===== config.mk =====
export PLATFORM = sky130hd
export DESIGN_NAME = wdf_ctrl_top
export DESIGN_NICKNAME = d
export VERILOG_FILES = /design/src/wdf_pkg.sv /design/src/wdf_ctrl_top.sv /design/src/wdf_smb_slave.sv
export SDC_FILE = /design/constraint.sdc
export NUM_CORES = 1
export LEC_CHECK = 0
export ABC_AREA = 1
export BUFFER_PORTS_ARGS = -buffer_cell sky130_fd_sc_hd__clkbuf_2
export CELL_PAD_IN_SITES_DETAIL_PLACEMENT = 1
export CELL_PAD_IN_SITES_GLOBAL_PLACEMENT = 2
export CORE_ASPECT_RATIO = 0.8
export CORE_MARGIN = 2
export CORE_UTILIZATION = 38
export CTS_BUF_LIST = sky130_fd_sc_hd__clkbuf_16
export CTS_CLUSTER_SIZE = 30
export DETAILED_ROUTE_END_ITERATION = 10
export GPL_ROUTABILITY_DRIVEN = 0
export GPL_TIMING_DRIVEN = 0
export PLACE_DENSITY = 0.92
export SLEW_MARGIN = 20
export SYNTH_ARGS = -nofsm -noshare
export SYNTH_HDL_FRONTEND = slang
export SYNTH_SLANG_ARGS = --single-unit

===== constraint.sdc =====
create_clock -name REF_CLK -period 5.52 [get_ports REF_CLK]
set_clock_uncertainty 0.05 [all_clocks]
set_input_delay 0.552 -clock REF_CLK [delete_from_list [all_inputs] [get_ports REF_CLK]]
set_output_delay 0.552 -clock REF_CLK [all_outputs]
set_load 0.01 [all_outputs]

===== src/wdf_pkg.sv =====
package wdf_pkg;
  // reference time base
  localparam int CLK_FREQ_HZ = 10_000_000;
  localparam int WD_TICK_SEC = 1;
  localparam int WD_TICK_CYCLES = CLK_FREQ_HZ * WD_TICK_SEC;
  // seconds per step of the timeout period code
  localparam logic [4:0] WD_STEP_SEC = 5'h02;
  localparam logic [3:0] WD_PERIOD_OFF = 4'h0;

  // register offsets (serial command codes)
  localparam logic [7:0] REG_FSEL = 8'h08;
  localparam logic [7:0] REG_WDOG = 8'h0B;
  localparam logic [7:0] REG_NHI = 8'h0C;
  localparam logic [7:0] REG_NLO_M = 8'h0D;
  localparam logic [7:0] REG_SRC = 8'h0E;

  // watchdog_recovery_ctrl fields
  localparam int WDOG_TEST_BIT = 7;
  localparam int WDOG_RECOVER_BIT = 6;
  localparam int WDOG_RESTART_BIT = 5;
  localparam int WDOG_ALARM_BIT = 4;
  localparam int WDOG_PERIOD_MSB = 3;
  // freq_source_ctrl fields
  localparam int SRC_OVERRIDE_BIT = 7;
  localparam int SRC_DIRECT_BIT = 0;
  // synth_n_low_m fields
  localparam int NLO_N0_BIT = 7;
  localparam int NLO_M_MSB = 6;

  // reset values
  localparam logic [7:0] RST_WDOG = 8'h00;
  localparam logic [7:0] RST_NHI = 8'h00;
  localparam logic [7:0] RST_NLO_M = 8'h00;
  localparam logic [7:0] RST_SRC = 8'h40;
  localparam logic [4:0] RST_FSEL = 5'h00;
  localparam logic [7:0] RD_UNMAPPED = 8'h00;

  // serial slave address, value arbitrary
  localparam logic [6:0] SMB_DEV_ADDR = 7'h2A;
  localparam logic [3:0] SMB_BYTE_BITS = 4'h8;
  // synchroniser wait before the strap pins are valid
  localparam logic [1:0] STRAP_SETTLE = 2'h2;

  typedef enum logic [2:0] {
    S_IDLE, S_ADDR, S_CMD, S_WDATA, S_ACK, S_RDATA, S_RACK
  } wdf_smb_state_t;
endpackage


===== src/wdf_ctrl_top.sv =====
// Behaviour
// - reboot keeps software settings or reverts to straps
// - restart request reloads watchdog, counting continues
// - expiry sets flag; zero period clears it
// - period code: off, then 2s per step up to 30s (codes 1 to 15)
// - direct mode uses N and M registers
// - N split across two registers, M low
// - ratio follows straps or software select
// - override bit picks strap or software select
// - direct enable bit, resets to zero
// - output equals gear times N over M
// - gear chosen by active select value
`timescale 1ns/1ns
module wdf_ctrl_top
  import wdf_pkg::*;
#(
  parameter int TICK_CYCLES = WD_TICK_CYCLES,
  parameter logic [6:0] DEV_ADDR = SMB_DEV_ADDR
) (
  input wire logic REF_CLK,
  input wire logic SRST,
  input wire logic SMB_CLK,
  input wire logic SMB_DATA_IN,
  output logic SMB_DATA_OUT,
  output logic SMB_DATA_OE_N,
  input wire logic [4:0] STRAP_FS,
  input wire logic SYS_REBOOT,
  output logic [4:0] FREQ_SELECT,
  output logic DIRECT_EN,
  output logic [8:0] SYNTH_N,
  output logic [6:0] SYNTH_M,
  output logic WD_TIMEOUT,
  output logic WD_EXPIRE
);
  localparam int TW = (TICK_CYCLES > 2) ? $clog2(TICK_CYCLES) : 1;
  localparam logic [TW-1:0] TICK_LAST = TW'(TICK_CYCLES - 1);

  if (TICK_CYCLES < 2) begin : g_tick_check
    $error("TICK_CYCLES must be at least 2");
  end

  logic [7:0] rd_addr, rd_data, wr_addr, wr_data;
  logic wr_stb, sda_out, sda_oe_n;
  logic [4:0] strap_m_r, strap_s_r;
  logic boot_m_r, boot_s_r, boot_d_r, reboot;
  logic [1:0] settle_r, settle_nxt;
  logic [4:0] strap_r, strap_nxt, fsel_r, fsel_nxt;
  logic [7:0] wdog_r, wdog_nxt, nhi_r, nhi_nxt, nlo_m_r, nlo_m_nxt, src_r, src_nxt;
  logic [TW-1:0] tick_cnt_r, tick_cnt_nxt;
  logic [4:0] sec_cnt_r, sec_cnt_nxt, limit;
  logic restart, tick, expire, period_on;
  logic [4:0] freq_sel_r, freq_sel_nxt;
  logic direct_r, direct_nxt, expire_r, sda_oe_n_r, sda_out_r;

  wdf_smb_slave #(.DEV_ADDR(DEV_ADDR)) u_smb (
    .clk(REF_CLK),
    .srst(SRST),
    .scl_pin(SMB_CLK),
    .sda_pin(SMB_DATA_IN),
    .sda_out(sda_out),
    .sda_oe_n(sda_oe_n),
    .rd_addr(rd_addr),
    .rd_data(rd_data),
    .wr_stb(wr_stb),
    .wr_addr(wr_addr),
    .wr_data(wr_data)
  );

  // pin synchronisers; third reboot stage finds the rising edge
  // strap stages keep sampling through reset so the latch sees settled pins
  always_ff @(posedge REF_CLK) begin
    strap_m_r <= STRAP_FS;
    strap_s_r <= strap_m_r;
    if (SRST) begin
      {boot_m_r, boot_s_r, boot_d_r} <= 3'h0;
    end else begin
      {boot_m_r, boot_s_r, boot_d_r} <= {SYS_REBOOT, boot_m_r, boot_s_r};
    end
  end

  assign reboot = boot_s_r & ~boot_d_r;
  assign period_on = wdog_r[WDOG_PERIOD_MSB:0] != WD_PERIOD_OFF;
  assign limit = WD_STEP_SEC * {1'b0, wdog_r[WDOG_PERIOD_MSB:0]};
  assign tick = period_on && (tick_cnt_r == TICK_LAST);
  assign expire = tick && (sec_cnt_r + 5'h01 >= limit);
  // only a 0-to-1 write of the restart bit reloads
  assign restart = wr_stb && wr_addr == REG_WDOG && wr_data[WDOG_RESTART_BIT]
                   && !wdog_r[WDOG_RESTART_BIT];

  // read mux; the timeout flag is readable state
  always_comb begin
    unique case (rd_addr)
      REG_FSEL: rd_data = {3'h0, fsel_r};
      REG_WDOG: rd_data = wdog_r;
      REG_NHI: rd_data = nhi_r;
      REG_NLO_M: rd_data = nlo_m_r;
      REG_SRC: rd_data = src_r;
      default: rd_data = RD_UNMAPPED;
    endcase
  end

  // strap latch after reset settle and at each reboot
  always_comb begin
    settle_nxt = settle_r;
    strap_nxt = strap_r;
    if (settle_r != STRAP_SETTLE) begin
      settle_nxt = settle_r + 2'h1;
      if (settle_r + 2'h1 == STRAP_SETTLE) begin
        strap_nxt = strap_s_r;
      end
    end else if (reboot) begin
      strap_nxt = strap_s_r;
    end
  end

  // register writes and reboot recovery
  always_comb begin
    fsel_nxt = fsel_r;
    wdog_nxt = wdog_r;
    nhi_nxt = nhi_r;
    nlo_m_nxt = nlo_m_r;
    src_nxt = src_r;
    if (wr_stb) begin
      unique case (wr_addr)
        REG_FSEL: fsel_nxt = wr_data[4:0];
        REG_WDOG: begin
          // test bit is stored only; host keeps it zero
          wdog_nxt = wr_data;
          wdog_nxt[WDOG_ALARM_BIT] = wdog_r[WDOG_ALARM_BIT];
          if (wr_data[WDOG_PERIOD_MSB:0] == WD_PERIOD_OFF) begin
            wdog_nxt[WDOG_ALARM_BIT] = 1'b0;
          end
        end
        REG_NHI: nhi_nxt = wr_data;
        REG_NLO_M: nlo_m_nxt = wr_data;
        REG_SRC: src_nxt = wr_data;
        default: ;
      endcase
    end
    // expiry wins over a clearing write in the same cycle
    if (expire) begin
      wdog_nxt[WDOG_ALARM_BIT] = 1'b1;
    end
    if (reboot && !wdog_r[WDOG_RECOVER_BIT]) begin
      src_nxt[SRC_OVERRIDE_BIT] = 1'b0;
      src_nxt[SRC_DIRECT_BIT] = 1'b0;
    end
  end

  // watchdog second counter
  always_comb begin
    tick_cnt_nxt = tick_cnt_r;
    sec_cnt_nxt = sec_cnt_r;
    if (!period_on || restart) begin
      tick_cnt_nxt = '0;
      sec_cnt_nxt = 5'h00;
    end else if (tick) begin
      tick_cnt_nxt = '0;
      sec_cnt_nxt = expire ? 5'h00 : sec_cnt_r + 5'h01;
    end else begin
      tick_cnt_nxt = tick_cnt_r + TW'(1);
    end
  end

  // active select doubles as ratio and gear index
  always_comb begin
    freq_sel_nxt = src_r[SRC_OVERRIDE_BIT] ? fsel_r : strap_r;
    direct_nxt = src_r[SRC_DIRECT_BIT];
  end

  always_ff @(posedge REF_CLK) begin
    if (SRST) begin
      settle_r <= 2'h0;
      strap_r <= 5'h00;
      fsel_r <= RST_FSEL;
      wdog_r <= RST_WDOG;
      nhi_r <= RST_NHI;
      nlo_m_r <= RST_NLO_M;
      src_r <= RST_SRC;
      tick_cnt_r <= '0;
      sec_cnt_r <= 5'h00;
      freq_sel_r <= 5'h00;
      direct_r <= 1'b0;
      expire_r <= 1'b0;
      sda_oe_n_r <= 1'b1;
      sda_out_r <= 1'b0;
    end else begin
      settle_r <= settle_nxt;
      strap_r <= strap_nxt;
      fsel_r <= fsel_nxt;
      wdog_r <= wdog_nxt;
      nhi_r <= nhi_nxt;
      nlo_m_r <= nlo_m_nxt;
      src_r <= src_nxt;
      tick_cnt_r <= tick_cnt_nxt;
      sec_cnt_r <= sec_cnt_nxt;
      freq_sel_r <= freq_sel_nxt;
      direct_r <= direct_nxt;
      expire_r <= expire;
      sda_oe_n_r <= sda_oe_n;
      sda_out_r <= sda_out;
    end
  end

  assign SMB_DATA_OUT = sda_out_r;
  assign SMB_DATA_OE_N = sda_oe_n_r;
  assign FREQ_SELECT = freq_sel_r;
  assign DIRECT_EN = direct_r;
  assign SYNTH_N = {nhi_r, nlo_m_r[NLO_N0_BIT]};
  assign SYNTH_M = nlo_m_r[NLO_M_MSB:0];
  assign WD_TIMEOUT = wdog_r[WDOG_ALARM_BIT];
  assign WD_EXPIRE = expire_r;
endmodule


===== src/wdf_smb_slave.sv =====
`timescale 1ns/1ns
module wdf_smb_slave
  import wdf_pkg::*;
#(
  parameter logic [6:0] DEV_ADDR = SMB_DEV_ADDR
) (
  input wire logic clk,
  input wire logic srst,
  input wire logic scl_pin,
  input wire logic sda_pin,
  output logic sda_out,
  output logic sda_oe_n,
  output logic [7:0] rd_addr,
  input wire logic [7:0] rd_data,
  output logic wr_stb,
  output logic [7:0] wr_addr,
  output logic [7:0] wr_data
);
  logic scl_m_r, scl_s_r, scl_d_r, sda_m_r, sda_s_r, sda_d_r;
  wdf_smb_state_t state_r, state_nxt, after_r, after_nxt;
  logic [3:0] bit_cnt_r, bit_cnt_nxt;
  logic [7:0] shift_r, shift_nxt, cmd_r, cmd_nxt, wr_addr_r, wr_addr_nxt, wr_data_r, wr_data_nxt;
  logic oe_n_r, oe_n_nxt, ack_ok_r, ack_ok_nxt, wr_stb_r, wr_stb_nxt;
  logic scl_rise, scl_fall, start_cond, stop_cond;

  // two-flop synchronisers plus one delay stage for edge finding
  always_ff @(posedge clk) begin
    if (srst) begin
      {scl_m_r, scl_s_r, scl_d_r} <= 3'h7;
      {sda_m_r, sda_s_r, sda_d_r} <= 3'h7;
    end else begin
      {scl_m_r, scl_s_r, scl_d_r} <= {scl_pin, scl_m_r, scl_s_r};
      {sda_m_r, sda_s_r, sda_d_r} <= {sda_pin, sda_m_r, sda_s_r};
    end
  end

  assign scl_rise = scl_s_r & ~scl_d_r;
  assign scl_fall = ~scl_s_r & scl_d_r;
  assign start_cond = scl_s_r & scl_d_r & sda_d_r & ~sda_s_r;
  assign stop_cond = scl_s_r & scl_d_r & ~sda_d_r & sda_s_r;

  // byte write and byte read with auto-increment
  always_comb begin
    state_nxt = state_r;
    after_nxt = after_r;
    bit_cnt_nxt = bit_cnt_r;
    shift_nxt = shift_r;
    cmd_nxt = cmd_r;
    oe_n_nxt = oe_n_r;
    ack_ok_nxt = ack_ok_r;
    wr_stb_nxt = 1'b0;
    wr_addr_nxt = wr_addr_r;
    wr_data_nxt = wr_data_r;
    if (stop_cond) begin
      state_nxt = S_IDLE;
      oe_n_nxt = 1'b1;
    end else if (start_cond) begin
      state_nxt = S_ADDR;
      bit_cnt_nxt = 4'h0;
      oe_n_nxt = 1'b1;
    end else begin
      unique case (state_r)
        S_IDLE: begin
          oe_n_nxt = 1'b1;
        end
        S_ADDR, S_CMD, S_WDATA: begin
          if (scl_rise && bit_cnt_r != SMB_BYTE_BITS) begin
            shift_nxt = {shift_r[6:0], sda_s_r};
            bit_cnt_nxt = bit_cnt_r + 4'h1;
          end else if (scl_fall && bit_cnt_r == SMB_BYTE_BITS) begin
            bit_cnt_nxt = 4'h0;
            oe_n_nxt = 1'b0;
            state_nxt = S_ACK;
            if (state_r == S_ADDR) begin
              after_nxt = shift_r[0] ? S_RDATA : S_CMD;
              if (shift_r[7:1] != DEV_ADDR) begin
                oe_n_nxt = 1'b1;
                state_nxt = S_IDLE;
              end
            end else if (state_r == S_CMD) begin
              cmd_nxt = shift_r;
              after_nxt = S_WDATA;
            end else begin
              wr_stb_nxt = 1'b1;
              wr_addr_nxt = cmd_r;
              wr_data_nxt = shift_r;
              cmd_nxt = cmd_r + 8'h01;
              after_nxt = S_WDATA;
            end
          end
        end
        S_ACK: begin
          if (scl_fall) begin
            state_nxt = after_r;
            if (after_r == S_RDATA) begin
              shift_nxt = rd_data;
              oe_n_nxt = rd_data[7];
            end else begin
              oe_n_nxt = 1'b1;
            end
          end
        end
        S_RDATA: begin
          if (scl_rise) begin
            bit_cnt_nxt = bit_cnt_r + 4'h1;
            if (bit_cnt_r == SMB_BYTE_BITS - 4'h1) begin
              bit_cnt_nxt = 4'h0;
              state_nxt = S_RACK;
            end
          end else if (scl_fall) begin
            shift_nxt = {shift_r[6:0], 1'b0};
            oe_n_nxt = shift_r[6];
          end
        end
        S_RACK: begin
          if (scl_fall && bit_cnt_r == 4'h0) begin
            oe_n_nxt = 1'b1;
            bit_cnt_nxt = 4'h1;
          end else if (scl_rise && bit_cnt_r == 4'h1) begin
            ack_ok_nxt = ~sda_s_r;
            bit_cnt_nxt = 4'h2;
            if (!sda_s_r) begin
              cmd_nxt = cmd_r + 8'h01;
            end
          end else if (scl_fall && bit_cnt_r == 4'h2) begin
            bit_cnt_nxt = 4'h0;
            if (ack_ok_r) begin
              state_nxt = S_RDATA;
              shift_nxt = rd_data;
              oe_n_nxt = rd_data[7];
            end else begin
              state_nxt = S_IDLE;
            end
          end
        end
      endcase
    end
  end

  // slave state registers
  always_ff @(posedge clk) begin
    if (srst) begin
      state_r <= S_IDLE;
      after_r <= S_IDLE;
      bit_cnt_r <= 4'h0;
      shift_r <= 8'h00;
      cmd_r <= 8'h00;
      oe_n_r <= 1'b1;
      ack_ok_r <= 1'b0;
      wr_stb_r <= 1'b0;
      wr_addr_r <= 8'h00;
      wr_data_r <= 8'h00;
    end else begin
      state_r <= state_nxt;
      after_r <= after_nxt;
      bit_cnt_r <= bit_cnt_nxt;
      shift_r <= shift_nxt;
      cmd_r <= cmd_nxt;
      oe_n_r <= oe_n_nxt;
      ack_ok_r <= ack_ok_nxt;
      wr_stb_r <= wr_stb_nxt;
      wr_addr_r <= wr_addr_nxt;
      wr_data_r <= wr_data_nxt;
    end
  end

  assign sda_out = 1'b0; // open drain: only ever pulls low
  assign sda_oe_n = oe_n_r;
  assign rd_addr = cmd_r;
  assign wr_stb = wr_stb_r;
  assign wr_addr = wr_addr_r;
  assign wr_data = wr_data_r;
endmodule


==> results of run 1 <==
==> cell type report <==
type | count | area, sq um
tap | 230 | 288
timing repair buffer | 33 | 165
inverter | 107 | 402
clock inverter | 15 | 151
fill | 2373 | 10100
clock buffer | 17 | 425
multi-input combinational | 714 | 3570
buffer | 29 | 141
sequential | 145 | 2900
==> power breakdown <==
part           leakage (nW)  internal [mW]  switching (mW)
combinational          1.91          0.202           0.456
sequential             1.18           1.14          0.0781
clock                 0.275          0.636           0.520
==> layout by cell type, fill, tap and decap left out, types with 23 or more instances in the layout <==
cell type,Yosys,final
dfxtp_1,145,145
nand3_1,78,78
nand4_1,23,23
o21ai_0,77,77
clkbuf_2,0,33
nand2_1,179,179
nor2_1,176,176
a21oi_1,69,69
inv_1,101,101
==> flip-flops by register name, indices dropped and copies added, names as in the netlist, 8 cells and up <==
name / flops
u_smb.shift_r: 8
tick_cnt_r: 24
nhi_r: 8
u_smb.wr_addr: 8
src_r: 8
wdog_r: 8
u_smb.rd_addr: 8
nlo_m_r: 8
u_smb.wr_data: 8
==> logic make-up after synthesis <==
kind of cell               after synthesis  synth area share [%]
xor gates and xnor gates                27                  3.37
other                                    1                0.0535
buffers and inverters                  136                  7.74
AOI/OAI and AO/OA                      163                  12.2
adders and majority gates               16                  2.85
and+or+nand+nor                        507                  32.4
DFF                                    145                  41.4
==> per-layer routing <==
layer | GRT usage [%] | part of all wire [%] | vias to the layer above
met2 | 34.8 | 42 | 130
met3 | 4.96 | 5.6 | 15
met1 | 36.2 | 52 | 3223
met4 | 4.59 | 0.77 | 0
met5 | 0 | 0 | -
li1 | - | - | 3330
==> per-stage QoR <==
stage	util, %	total power [mW]	hold WS (ns)
floorplan	-	1.69	0.260
global placement	41.2	1.86	0.261
detailed placement	41.2	1.88	0.265
CTS	44.4	3.05	0.159
global route	44.4	3.20	0.155
finish	44.4	3.03	0.171
==> path summary, 6_finish.rpt <==
kind | from | end | slack [ns] | cells past startpoint
worst min-delay path | STRAP_FS[0] | strap_m_r[0]$_DFF_P_ | 0.17 | 1
worst min register to register | strap_m_r[4]$_DFF_P_ | strap_s_r[4]$_DFF_P_ | 0.28 | 0
worst max-delay path | u_smb.bit_cnt_r[0]$_SDFFE_PP0P_ | u_smb.wr_data[6]$_SDFFE_PP0P_ | 3.22 | 9
worst max register to register | u_smb.bit_cnt_r[0]$_SDFFE_PP0P_ | u_smb.wr_data[6]$_SDFFE_PP0P_ | 3.22 | 9
==> worst max-delay path, cell delays in order, from the launching register on <==
cell	delay, ns
dfxtp_1	0.37
inv_1	0.14
ha_1	0.25
nand2_1	0.07
nor2_1	0.18
nand2_1	0.18
nor3_2	0.38
buf_2	0.33
o21ai_0	0.12
a21oi_1	0.14
==> flow_metrics.py, run 1 <==
metrics = {
    "clock_tree": {
        "postCtsSetupBuffers": 0,
        "cts_buffers": 17,
        "cts_num_sinks": 145,
        "insertion_delay_ns": 0.43,
        "clk_path_buf_depth": 2,
        "root_buffer": "clkbuf_16",
        "cts_tree": "built",
        "cts_hold_buf": 0,
        "htreeDepth": 4,
        "path_clk_slew_ns": 0.07,
        "cts_resized": 0,
    },
    "die": {
        "ioPinCount": 36,
        "start_util_pct": 38.7,
        "dieHeight_um": 126,
        "die-area_sq_mm": 0.0196,
        "dieWidth_um": 156,
        "coreArea_sq_mm": 0.0181,
        "core.rowCount": 44,
    },
    "sta": {
        "finalCritPeriodShare_pct": 41.7,
        "setup_tns_ns": 0,
        "drv_slew": 0,
        "fmax_mhz": 435,
        "worst_slack_ns": 3.22,
        "slew_headroom_pct": 46.7,
        "setup_viol_count_final": 0,
        "tightest_slew_ns": 0.793,
        "rsz0062_at_grt": "no",
        "min_period_ns": 2.30,
        "final_hold_viol_count": 0,
    },
    "logic_synthesis": {
        "ys_ff_latch": 145,
        "synth_largest_area_cell": "dfxtp_1",
        "synthCells": 995,
        "yosysTopAreaCellShare_pct": 41.4,
        "ys_types": 39,
        "synth_edf_count": 0,
        "yosys-top-cells-count": "nand2_1, nor2_1, dfxtp_1, inv_1, nand3_1",
        "synthTopCellsByArea": "dfxtp_1, nand2_1, nor2_1",
        "yosysWarningCount": 0,
        "ys.flop_type": "dfxtp_1",
        "ys_seq_area_share_pct": 41.4,
        "ys_async_sr_fraction_pct": 0,
        "avgSynthCellArea_sq_um": 7.05,
        "synth_fp_nets": 1021,
        "netlist_area_sq_mm": 0.00702,
        "synth_most_common_cell": "nand2_1",
    },
    "setup_path": {
        "critPathKind": "reg -> reg",
        "start_kind": "register",
        "crit_path_max_fanout": 10,
        "cp.arrival_ns": 2.61,
        "critPathCaptureType": "register",
        "cp.required_ns": 5.83,
    },
    "layout": {
        "nets": 1073,
        "design_area_sq_mm": 0.00805,
        "drive_above_1_share_pct": 11.4,
        "syn2layout_area_growth_pct": 14.7,
        "final_cells": 1290,
        "antenna_cells": 0,
    },
    "placement": {
        "place_inst": 1258,
        "place_hpwl_um": 17000,
        "dp_slack_ns": 3.19,
        "placed_area_sq_mm": 0.00747,
        "io_buffers": 33,
    },
    "routing": {
        "first_iter_violations": 397,
        "firstDrtPassIters": 5,
        "ant_nets": 0,
        "via_per_inst": 5.19,
        "wl_per_cell_um": 17.4,
        "routed_wl_um": 22500,
        "vias": 6698,
        "drc": 0,
    },
    "global_routing": {
        "grt_pass1_vias": 6660,
        "grtUsageTotal_pct": 23.8,
        "grt_max_degree": 17,
        "grt_pass1_wl_um": 36100,
        "antenna_found_initial": 0,
        "overflow": 0,
    },
    "power_and_ir_drop": {
        "ir_worst_vdd_v": 0.000193,
        "powerDensity_mw_per_mm2": 376,
        "leakagePower_nw": 3.36,
    },
    "outcome": {
        "status": "completed",
    },
    "worst_hold_path": {
        "min_path_type": "in -> reg",
    },
    "run": {
        "cap_violations": 0,
    },
}
Power figures use the tool's default switching activity.
==> inputs of run 2 (changes only) <==
--- a/config.mk
+++ b/config.mk
@@ -5,19 +5,19 @@
 export SDC_FILE = /design/constraint.sdc
 export NUM_CORES = 1
 export LEC_CHECK = 0
-export ABC_AREA = 1
+export ABC_AREA = 0
 export BUFFER_PORTS_ARGS = -buffer_cell sky130_fd_sc_hd__clkbuf_2
 export CELL_PAD_IN_SITES_DETAIL_PLACEMENT = 1
 export CELL_PAD_IN_SITES_GLOBAL_PLACEMENT = 2
 export CORE_ASPECT_RATIO = 0.8
 export CORE_MARGIN = 2
-export CORE_UTILIZATION = 38
+export CORE_UTILIZATION = 39
 export CTS_BUF_LIST = sky130_fd_sc_hd__clkbuf_16
 export CTS_CLUSTER_SIZE = 30
 export DETAILED_ROUTE_END_ITERATION = 10
 export GPL_ROUTABILITY_DRIVEN = 0
 export GPL_TIMING_DRIVEN = 0
-export PLACE_DENSITY = 0.92
+export PLACE_DENSITY = 0.87
 export SLEW_MARGIN = 20
 export SYNTH_ARGS = -nofsm -noshare
 export SYNTH_HDL_FRONTEND = slang
==> constraint.sdc (replaced) <==
create_clock -name REF_CLK -period 2.4 [get_ports REF_CLK]
set_clock_uncertainty 0.05 [all_clocks]
set_input_delay 0.24 -clock REF_CLK [delete_from_list [all_inputs] [get_ports REF_CLK]]
set_output_delay 0.24 -clock REF_CLK [all_outputs]
set_load 0.01 [all_outputs]
==> flow_metrics.py, run 2 <==
metrics = {
    "worst_hold_path": {
        "min_path_type": "reg -> reg",
        "min-delay-start": "strap_m_r[0]$_DFF_P_",
        "hold_depth": 0,
        "hold-path-endpoint": "strap_s_r[0]$_DFF_P_",
    },
    "setup_path": {
        "rr_startpoint": "u_smb.bit_cnt_r[1]$_SDFFE_PP0P_",
        "crit_path_max_fanout": 10,
        "ff2ff_path_depth": 9,
        "cp.arrival_ns": 2.57,
        "critPathCaptureType": "register",
        "cp.required_ns": 2.65,
        "start_kind": "register",
        "r2r-end": "u_smb.rd_addr[3]$_SDFFE_PP0P_",
        "critPathKind": "reg -> reg",
        "r2r_slack_ns": 0.08,
    },
    "global_routing": {
        "overflow": 0,
        "grt_pass1_vias": 6082,
        "grt_max_degree": 17,
        "antenna_found_initial": 0,
        "grt_pass1_wl_um": 32000,
        "grtUsageTotal_pct": 22.8,
    },
    "power_and_ir_drop": {
        "leakagePower_nw": 2.98,
        "fin_total_pwr_mw": 5.51,
        "ir_worst_vdd_v": 0.000528,
        "powerDensity_mw_per_mm2": 694,
    },
    "logic_synthesis": {
        "ys_async_sr_fraction_pct": 0,
        "netlist_area_sq_mm": 0.00667,
        "synth_edf_count": 0,
        "yosys-top-cells-count": "dfxtp_1, nor2_1, mux2i_1, nand2_1, a21oi_1",
        "synth_largest_area_cell": "dfxtp_1",
        "synthTopCellsByArea": "dfxtp_1, mux2i_1, nor2_1",
        "synth_fp_nets": 755,
        "ys_seq_area_share_pct": 43.5,
        "ys_types": 68,
        "ys.flop_type": "dfxtp_1",
        "yosysWarningCount": 0,
        "yosysTopAreaCellShare_pct": 43.5,
        "synth_most_common_cell": "dfxtp_1",
        "synthCells": 729,
        "ys_ff_latch": 145,
        "avgSynthCellArea_sq_um": 9.15,
    },
    "sta": {
        "fin_hold_ws_ns": 0.279,
        "fmax_mhz": 430,
        "final_hold_viol_count": 0,
        "setup_viol_count_final": 0,
        "slew_headroom_pct": 44.3,
        "min_period_ns": 2.32,
        "finalCritPeriodShare_pct": 96.8,
        "tightest_slew_ns": 0.829,
        "drv_slew": 0,
    },
    "die": {
        "dieHeight_um": 121,
        "die-area_sq_mm": 0.0182,
        "ioPinCount": 36,
        "start_util_pct": 40.0,
        "core.rowCount": 42,
        "dieWidth_um": 150,
        "coreArea_sq_mm": 0.0167,
    },
    "routing": {
        "vias": 5695,
        "wl_per_cell_um": 19.3,
        "ant_nets": 0,
        "drc": 0,
        "first_iter_violations": 359,
        "firstDrtPassIters": 4,
        "routed_wl_um": 19900,
        "via_per_inst": 5.53,
    },
    "layout": {
        "top_register": "tick_cnt_r",
        "design_area_sq_mm": 0.00793,
        "post-route-util_pct": 47.6,
        "nets": 822,
        "final_cells": 1029,
        "syn2layout_area_growth_pct": 18.9,
        "mostFrequentLayoutCell": "dfxtp_1",
        "antenna_cells": 0,
        "drive_above_1_share_pct": 15.6,
        "largest_register_ffs": 24,
        "most-common-layout-cells": "dfxtp_1, nor2_1, mux2i_1",
    },
    "outcome": {
        "status": "completed",
    },
    "clock_tree": {
        "clk_path_buf_depth": 2,
        "insertion_delay_ns": 0.44,
        "root_buffer": "clkbuf_16",
        "cts_tree": "built",
        "cts_num_sinks": 145,
        "cts_buffers": 17,
        "path_clk_slew_ns": 0.06,
        "htreeDepth": 4,
    },
    "placement": {
        "place_hpwl_um": 14000,
        "io_buffers": 34,
        "place_inst": 983,
        "placed_area_sq_mm": 0.00712,
    },
    "run": {
        "cap_violations": 0,
    },
}
[run 2: cell types whose count changed in the layout (fill, tap and decap cells not counted), sizes merged, moves of 17 or more]
cell,delta
inv,-88
mux2i,+69
o21ai,-71
nand2,-143
nor2,-67
buf,+17
nand3,-60
a21oi,-41
[run 2: worst max-delay path: stages (launching register included)]
cell and delay (ns):
dfxtp_4 0.36, inv_1 0.08, ha_4 0.19, and4bb_4 0.23
mux2i_4 0.20, or4_4 0.51, buf_6 0.15, buf_6 0.14
o211ai_1 0.18, o31ai_1 0.09
[run 2: what timing repair did]
action	in CTS	in global routing
hold buffers	8	0
pin swaps	1	2
hold endpoints to repair	8	0
gates resized for setup	10	19
endpoints found under the setup margin	24	39
buffers inserted	1	7
[run 2: layout make-up]
class	count	area, sq um
inverters	20	75.1
fillers	1909	8730
clock inverters	15	156
repair buffers	50	310
well taps	220	275
clock buffers	17	425
multi-input cells	523	3570
plain buffers	39	210
flip-flops and latches	145	2910
[run 2: cell families (layout without fill, tap and decap cells)]
kind of cell	Yosys count	count (layout)	synth area share, %
muxes	71	71	10.7
adders and majority gates	16	16	3.00
xor gates and xnor gates	30	30	3.94
DFF	145	145	43.5
other	1	1	0.0562
AOI/OAI and AO/OA	119	119	13.0
buffers and inverters	61	141	4.20
and+or+nand+nor	286	286	21.6
[run 2: worst max-delay path by stage]
| stage | to | cells past startpoint | startpoint |
|---|---|---|---|
| after floorplan | u_smb.rd_addr[2]$_SDFFE_PP0P_ | 9 | u_smb.bit_cnt_r[0]$_SDFFE_PP0P_ |
| after global placement | u_smb.wr_data[2]$_SDFFE_PP0P_ | 8 | u_smb.bit_cnt_r[0]$_SDFFE_PP0P_ |
| after detailed placement | u_smb.wr_data[2]$_SDFFE_PP0P_ | 8 | u_smb.bit_cnt_r[0]$_SDFFE_PP0P_ |
| after CTS | u_smb.sda_oe_n$_SDFFE_PP1P_ | 7 | u_smb.rd_addr[0]$_SDFFE_PP0P_ |
| after global routing | sec_cnt_r[4]$_SDFFE_PP0P_ | 7 | tick_cnt_r[0]$_SDFF_PP0_ |
| final | u_smb.rd_addr[3]$_SDFFE_PP0P_ | 9 | u_smb.bit_cnt_r[1]$_SDFFE_PP0P_ |
[run 2: where the power goes]
part | internal, mW | switching (mW) | leakage, nW | total (mW)
logic | 0.138 | 0.202 | 1.51 | 0.340
clock network | 1.54 | 1.12 | 0.287 | 2.66
registers | 2.47 | 0.0386 | 1.18 | 2.51
[run 2: metal layers]
metal  wire length [um]  global-route usage (%)
met1               9660                    30.7
met2               9490                    37.2
met3                552                    4.25
met4                203                    6.66
met5                  0                       0
[run 2: per-stage QoR]
step                      setup TNS [ns]  setup WS (ns)
final                                  0         0.0767
after CTS                              0         0.0147
after global routing             -0.0337        -0.0177
after detailed placement           -4.27         -0.289
after floorplan                        0          0.152
after global placement             -2.74         -0.202
==> inputs of run 3 (changes only) <==
--- a/config.mk
+++ b/config.mk
@@ -21,4 +21,5 @@
 export SLEW_MARGIN = 20
 export SYNTH_ARGS = -nofsm -noshare
 export SYNTH_HDL_FRONTEND = slang
+export SYNTH_HIERARCHICAL = 1
 export SYNTH_SLANG_ARGS = --single-unit
==> flow_metrics.py, run 3 <==
metrics = {
    "outcome": {
        "status": "completed",
    },
    "sta": {
        "final_hold_viol_count": 0,
        "setup_tns_ns": 0,
        "fmax_mhz": 438,
        "rsz0062_at_grt": "no",
        "drv_slew": 0,
        "min_period_ns": 2.28,
        "tightest_slew_ns": 0.838,
        "setup_viol_count_final": 0,
        "finalCritPeriodShare_pct": 95.1,
        "slew_headroom_pct": 43.6,
    },
    "logic_synthesis": {
        "yosys-top-cells-count": "dfxtp_1, nor2_1, mux2i_1, nand2_1, a21oi_1",
        "synthCells": 752,
        "ys_seq_area_share_pct": 42.8,
        "ys_async_sr_fraction_pct": 0,
        "ys_ff_latch": 146,
        "synthTopCellsByArea": "dfxtp_1, mux2i_1, nor2_1",
        "avgSynthCellArea_sq_um": 9.07,
        "yosysWarningCount": 6,
        "synth_most_common_cell": "dfxtp_1",
        "netlist_area_sq_mm": 0.00682,
        "synth_fp_nets": 775,
        "yosysTopAreaCellShare_pct": 42.8,
        "ys_types": 74,
        "ys.flop_type": "dfxtp_1",
        "synth_largest_area_cell": "dfxtp_1",
        "synth_edf_count": 0,
    },
    "die": {
        "dieWidth_um": 152,
        "coreArea_sq_mm": 0.0172,
        "dieHeight_um": 122,
        "core.rowCount": 43,
        "die-area_sq_mm": 0.0186,
        "ioPinCount": 36,
        "start_util_pct": 39.6,
    },
    "clock_tree": {
        "cts_tree": "built",
        "htreeDepth": 4,
        "cts_num_sinks": 146,
        "root_buffer": "clkbuf_16",
        "path_clk_slew_ns": 0.06,
        "clk_path_buf_depth": 2,
        "insertion_delay_ns": 0.42,
        "cts_buffers": 17,
    },
    "power_and_ir_drop": {
        "leakagePower_nw": 3.01,
        "fin_total_pwr_mw": 5.60,
        "ir_worst_vdd_v": 0.000434,
        "powerDensity_mw_per_mm2": 695,
    },
    "layout": {
        "syn2layout_area_growth_pct": 18.3,
        "post-route-util_pct": 46.9,
        "drive_above_1_share_pct": 18.0,
        "antenna_cells": 0,
        "most-common-layout-cells": "dfxtp_1, nor2_1, mux2i_1",
        "nets": 840,
        "mostFrequentLayoutCell": "dfxtp_1",
        "design_area_sq_mm": 0.00807,
        "largest_register_ffs": 24,
        "top_register": "tick_cnt_r",
    },
    "setup_path": {
        "critPathCaptureType": "register",
        "cp.arrival_ns": 2.58,
        "rr_startpoint": "tick_cnt_r[0]$_SDFF_PP0_",
        "crit_path_max_fanout": 8,
        "ff2ff_path_depth": 7,
        "cp.required_ns": 2.70,
        "path_cells": "ha_4 > nand3_4 > or2_4 > or4_1 > clkbuf_4 > or3_1 > a21oi_2",
        "cp_top_family": "simple AND/OR/NAND/NOR gates",
        "critPathKind": "reg -> reg",
        "r2r-end": "sec_cnt_r[0]$_SDFFE_PP0P_",
        "critical_path.max_stage_delay_ns": 0.53,
        "slowest_stage": "or4_1",
        "r2r_slack_ns": 0.12,
        "critPathBufInv": 1,
        "start_kind": "register",
    },
    "routing": {
        "vias": 5641,
        "firstDrtPassIters": 6,
        "wl_per_cell_um": 17.8,
        "routed_wl_um": 18700,
        "drc": 0,
        "first_iter_violations": 222,
        "via_per_inst": 5.35,
        "ant_nets": 0,
    },
    "global_routing": {
        "antenna_found_initial": 0,
        "grt_pass1_wl_um": 31100,
        "grt_max_degree": 17,
        "overflow": 0,
        "grtUsageTotal_pct": 21.0,
        "grt_pass1_vias": 5931,
    },
    "worst_hold_path": {
        "hold-path-endpoint": "sec_cnt_r[0]$_SDFFE_PP0P_",
        "min_path_type": "in -> reg",
        "min-delay-start": "SRST",
        "hold_depth": 3,
    },
    "placement": {
        "placed_area_sq_mm": 0.00728,
        "io_buffers": 35,
        "place_hpwl_um": 13800,
    },
    "run": {
        "cap_violations": 0,
    },
}
[run 3: cell type report]
class	count	area [sq um]
Tap cell	225	282
Clock inverter	15	164
Sequential cell	146	2930
Multi-Input combinational cell	549	3700
Timing Repair Buffer	46	278
Buffer	40	224
Clock buffer	17	425
Inverter	17	63.8
Fill cell	2024	9150
[run 3: power breakdown]
part	leakage, nW	switching, mW	internal (mW)
combinational	1.54	0.217	0.164
clock	0.283	1.04	1.62
sequential	1.19	0.0568	2.50
[run 3: timing repair]
action	in CTS	in global routing
setup endpoints to repair	23	38
hold buffers	8	0
gates resized for setup	9	20
buffers inserted	0	3
pin swaps	0	1
hold endpoints to repair	8	0
[run 3: per-layer routing]
layer  GRT usage [%]  share of wire (%)  up-vias
met1            27.5                 49     2784
met3            4.63                3.7       19
met4            5.90                1.0        0
met2            35.1                 47       80
met5               0                  0        -
li1                -                  -     2758
[run 3: through the flow]
step,hold slack [ns],std cells,worst slack (ns)
6_report,0.201,1055,0.118
5_1_grt,0.222,1055,0.00636
4_1_cts,0.279,1052,0.0180
3_5_place_dp,0.264,1012,-0.136
3_3_place_gp,0.262,1012,-0.0997
2_1_floorplan,0.218,752,0.228
[run 3: worst max-delay path by stage]
stage	from	to	slack, ns	cells after the start
2_1_floorplan	sec_cnt_r[0]$_SDFFE_PP0P_	sec_cnt_r[0]$_SDFFE_PP0P_	0.23	9
3_3_place_gp	u_smb/wr_addr[5]$_SDFFE_PP0P_	tick_cnt_r[21]$_SDFF_PP0_	-0.1	7
3_5_place_dp	u_smb/wr_addr[5]$_SDFFE_PP0P_	tick_cnt_r[17]$_SDFF_PP0_	-0.14	7
4_1_cts	sec_cnt_r[0]$_SDFFE_PP0P_	sec_cnt_r[0]$_SDFFE_PP0P_	0.02	9
5_1_grt	tick_cnt_r[0]$_SDFF_PP0_	sec_cnt_r[0]$_SDFFE_PP0P_	0.006	7
6_report	tick_cnt_r[0]$_SDFF_PP0_	sec_cnt_r[0]$_SDFFE_PP0P_	0.12	7
[run 3: kinds of logic (layout without fill, tap and decap cells)]
group	Yosys count	after routing	share of synthesized area, %
muxes	87	87	12.9
other	1	1	0.0550
adders and majority gates	13	13	2.38
and+or+nand+nor	319	319	24.1
AOI/OAI and AO/OA	102	102	10.1
buffers and inverters	57	135	4.09
xor gates and xnor gates	27	27	3.47
DFF	146	146	42.8
[run 3: worst min-delay path, stage by stage]
cell and delay [ns]:
clkbuf_2 0.14, a311o_2 0.21, a21oi_2 0.04
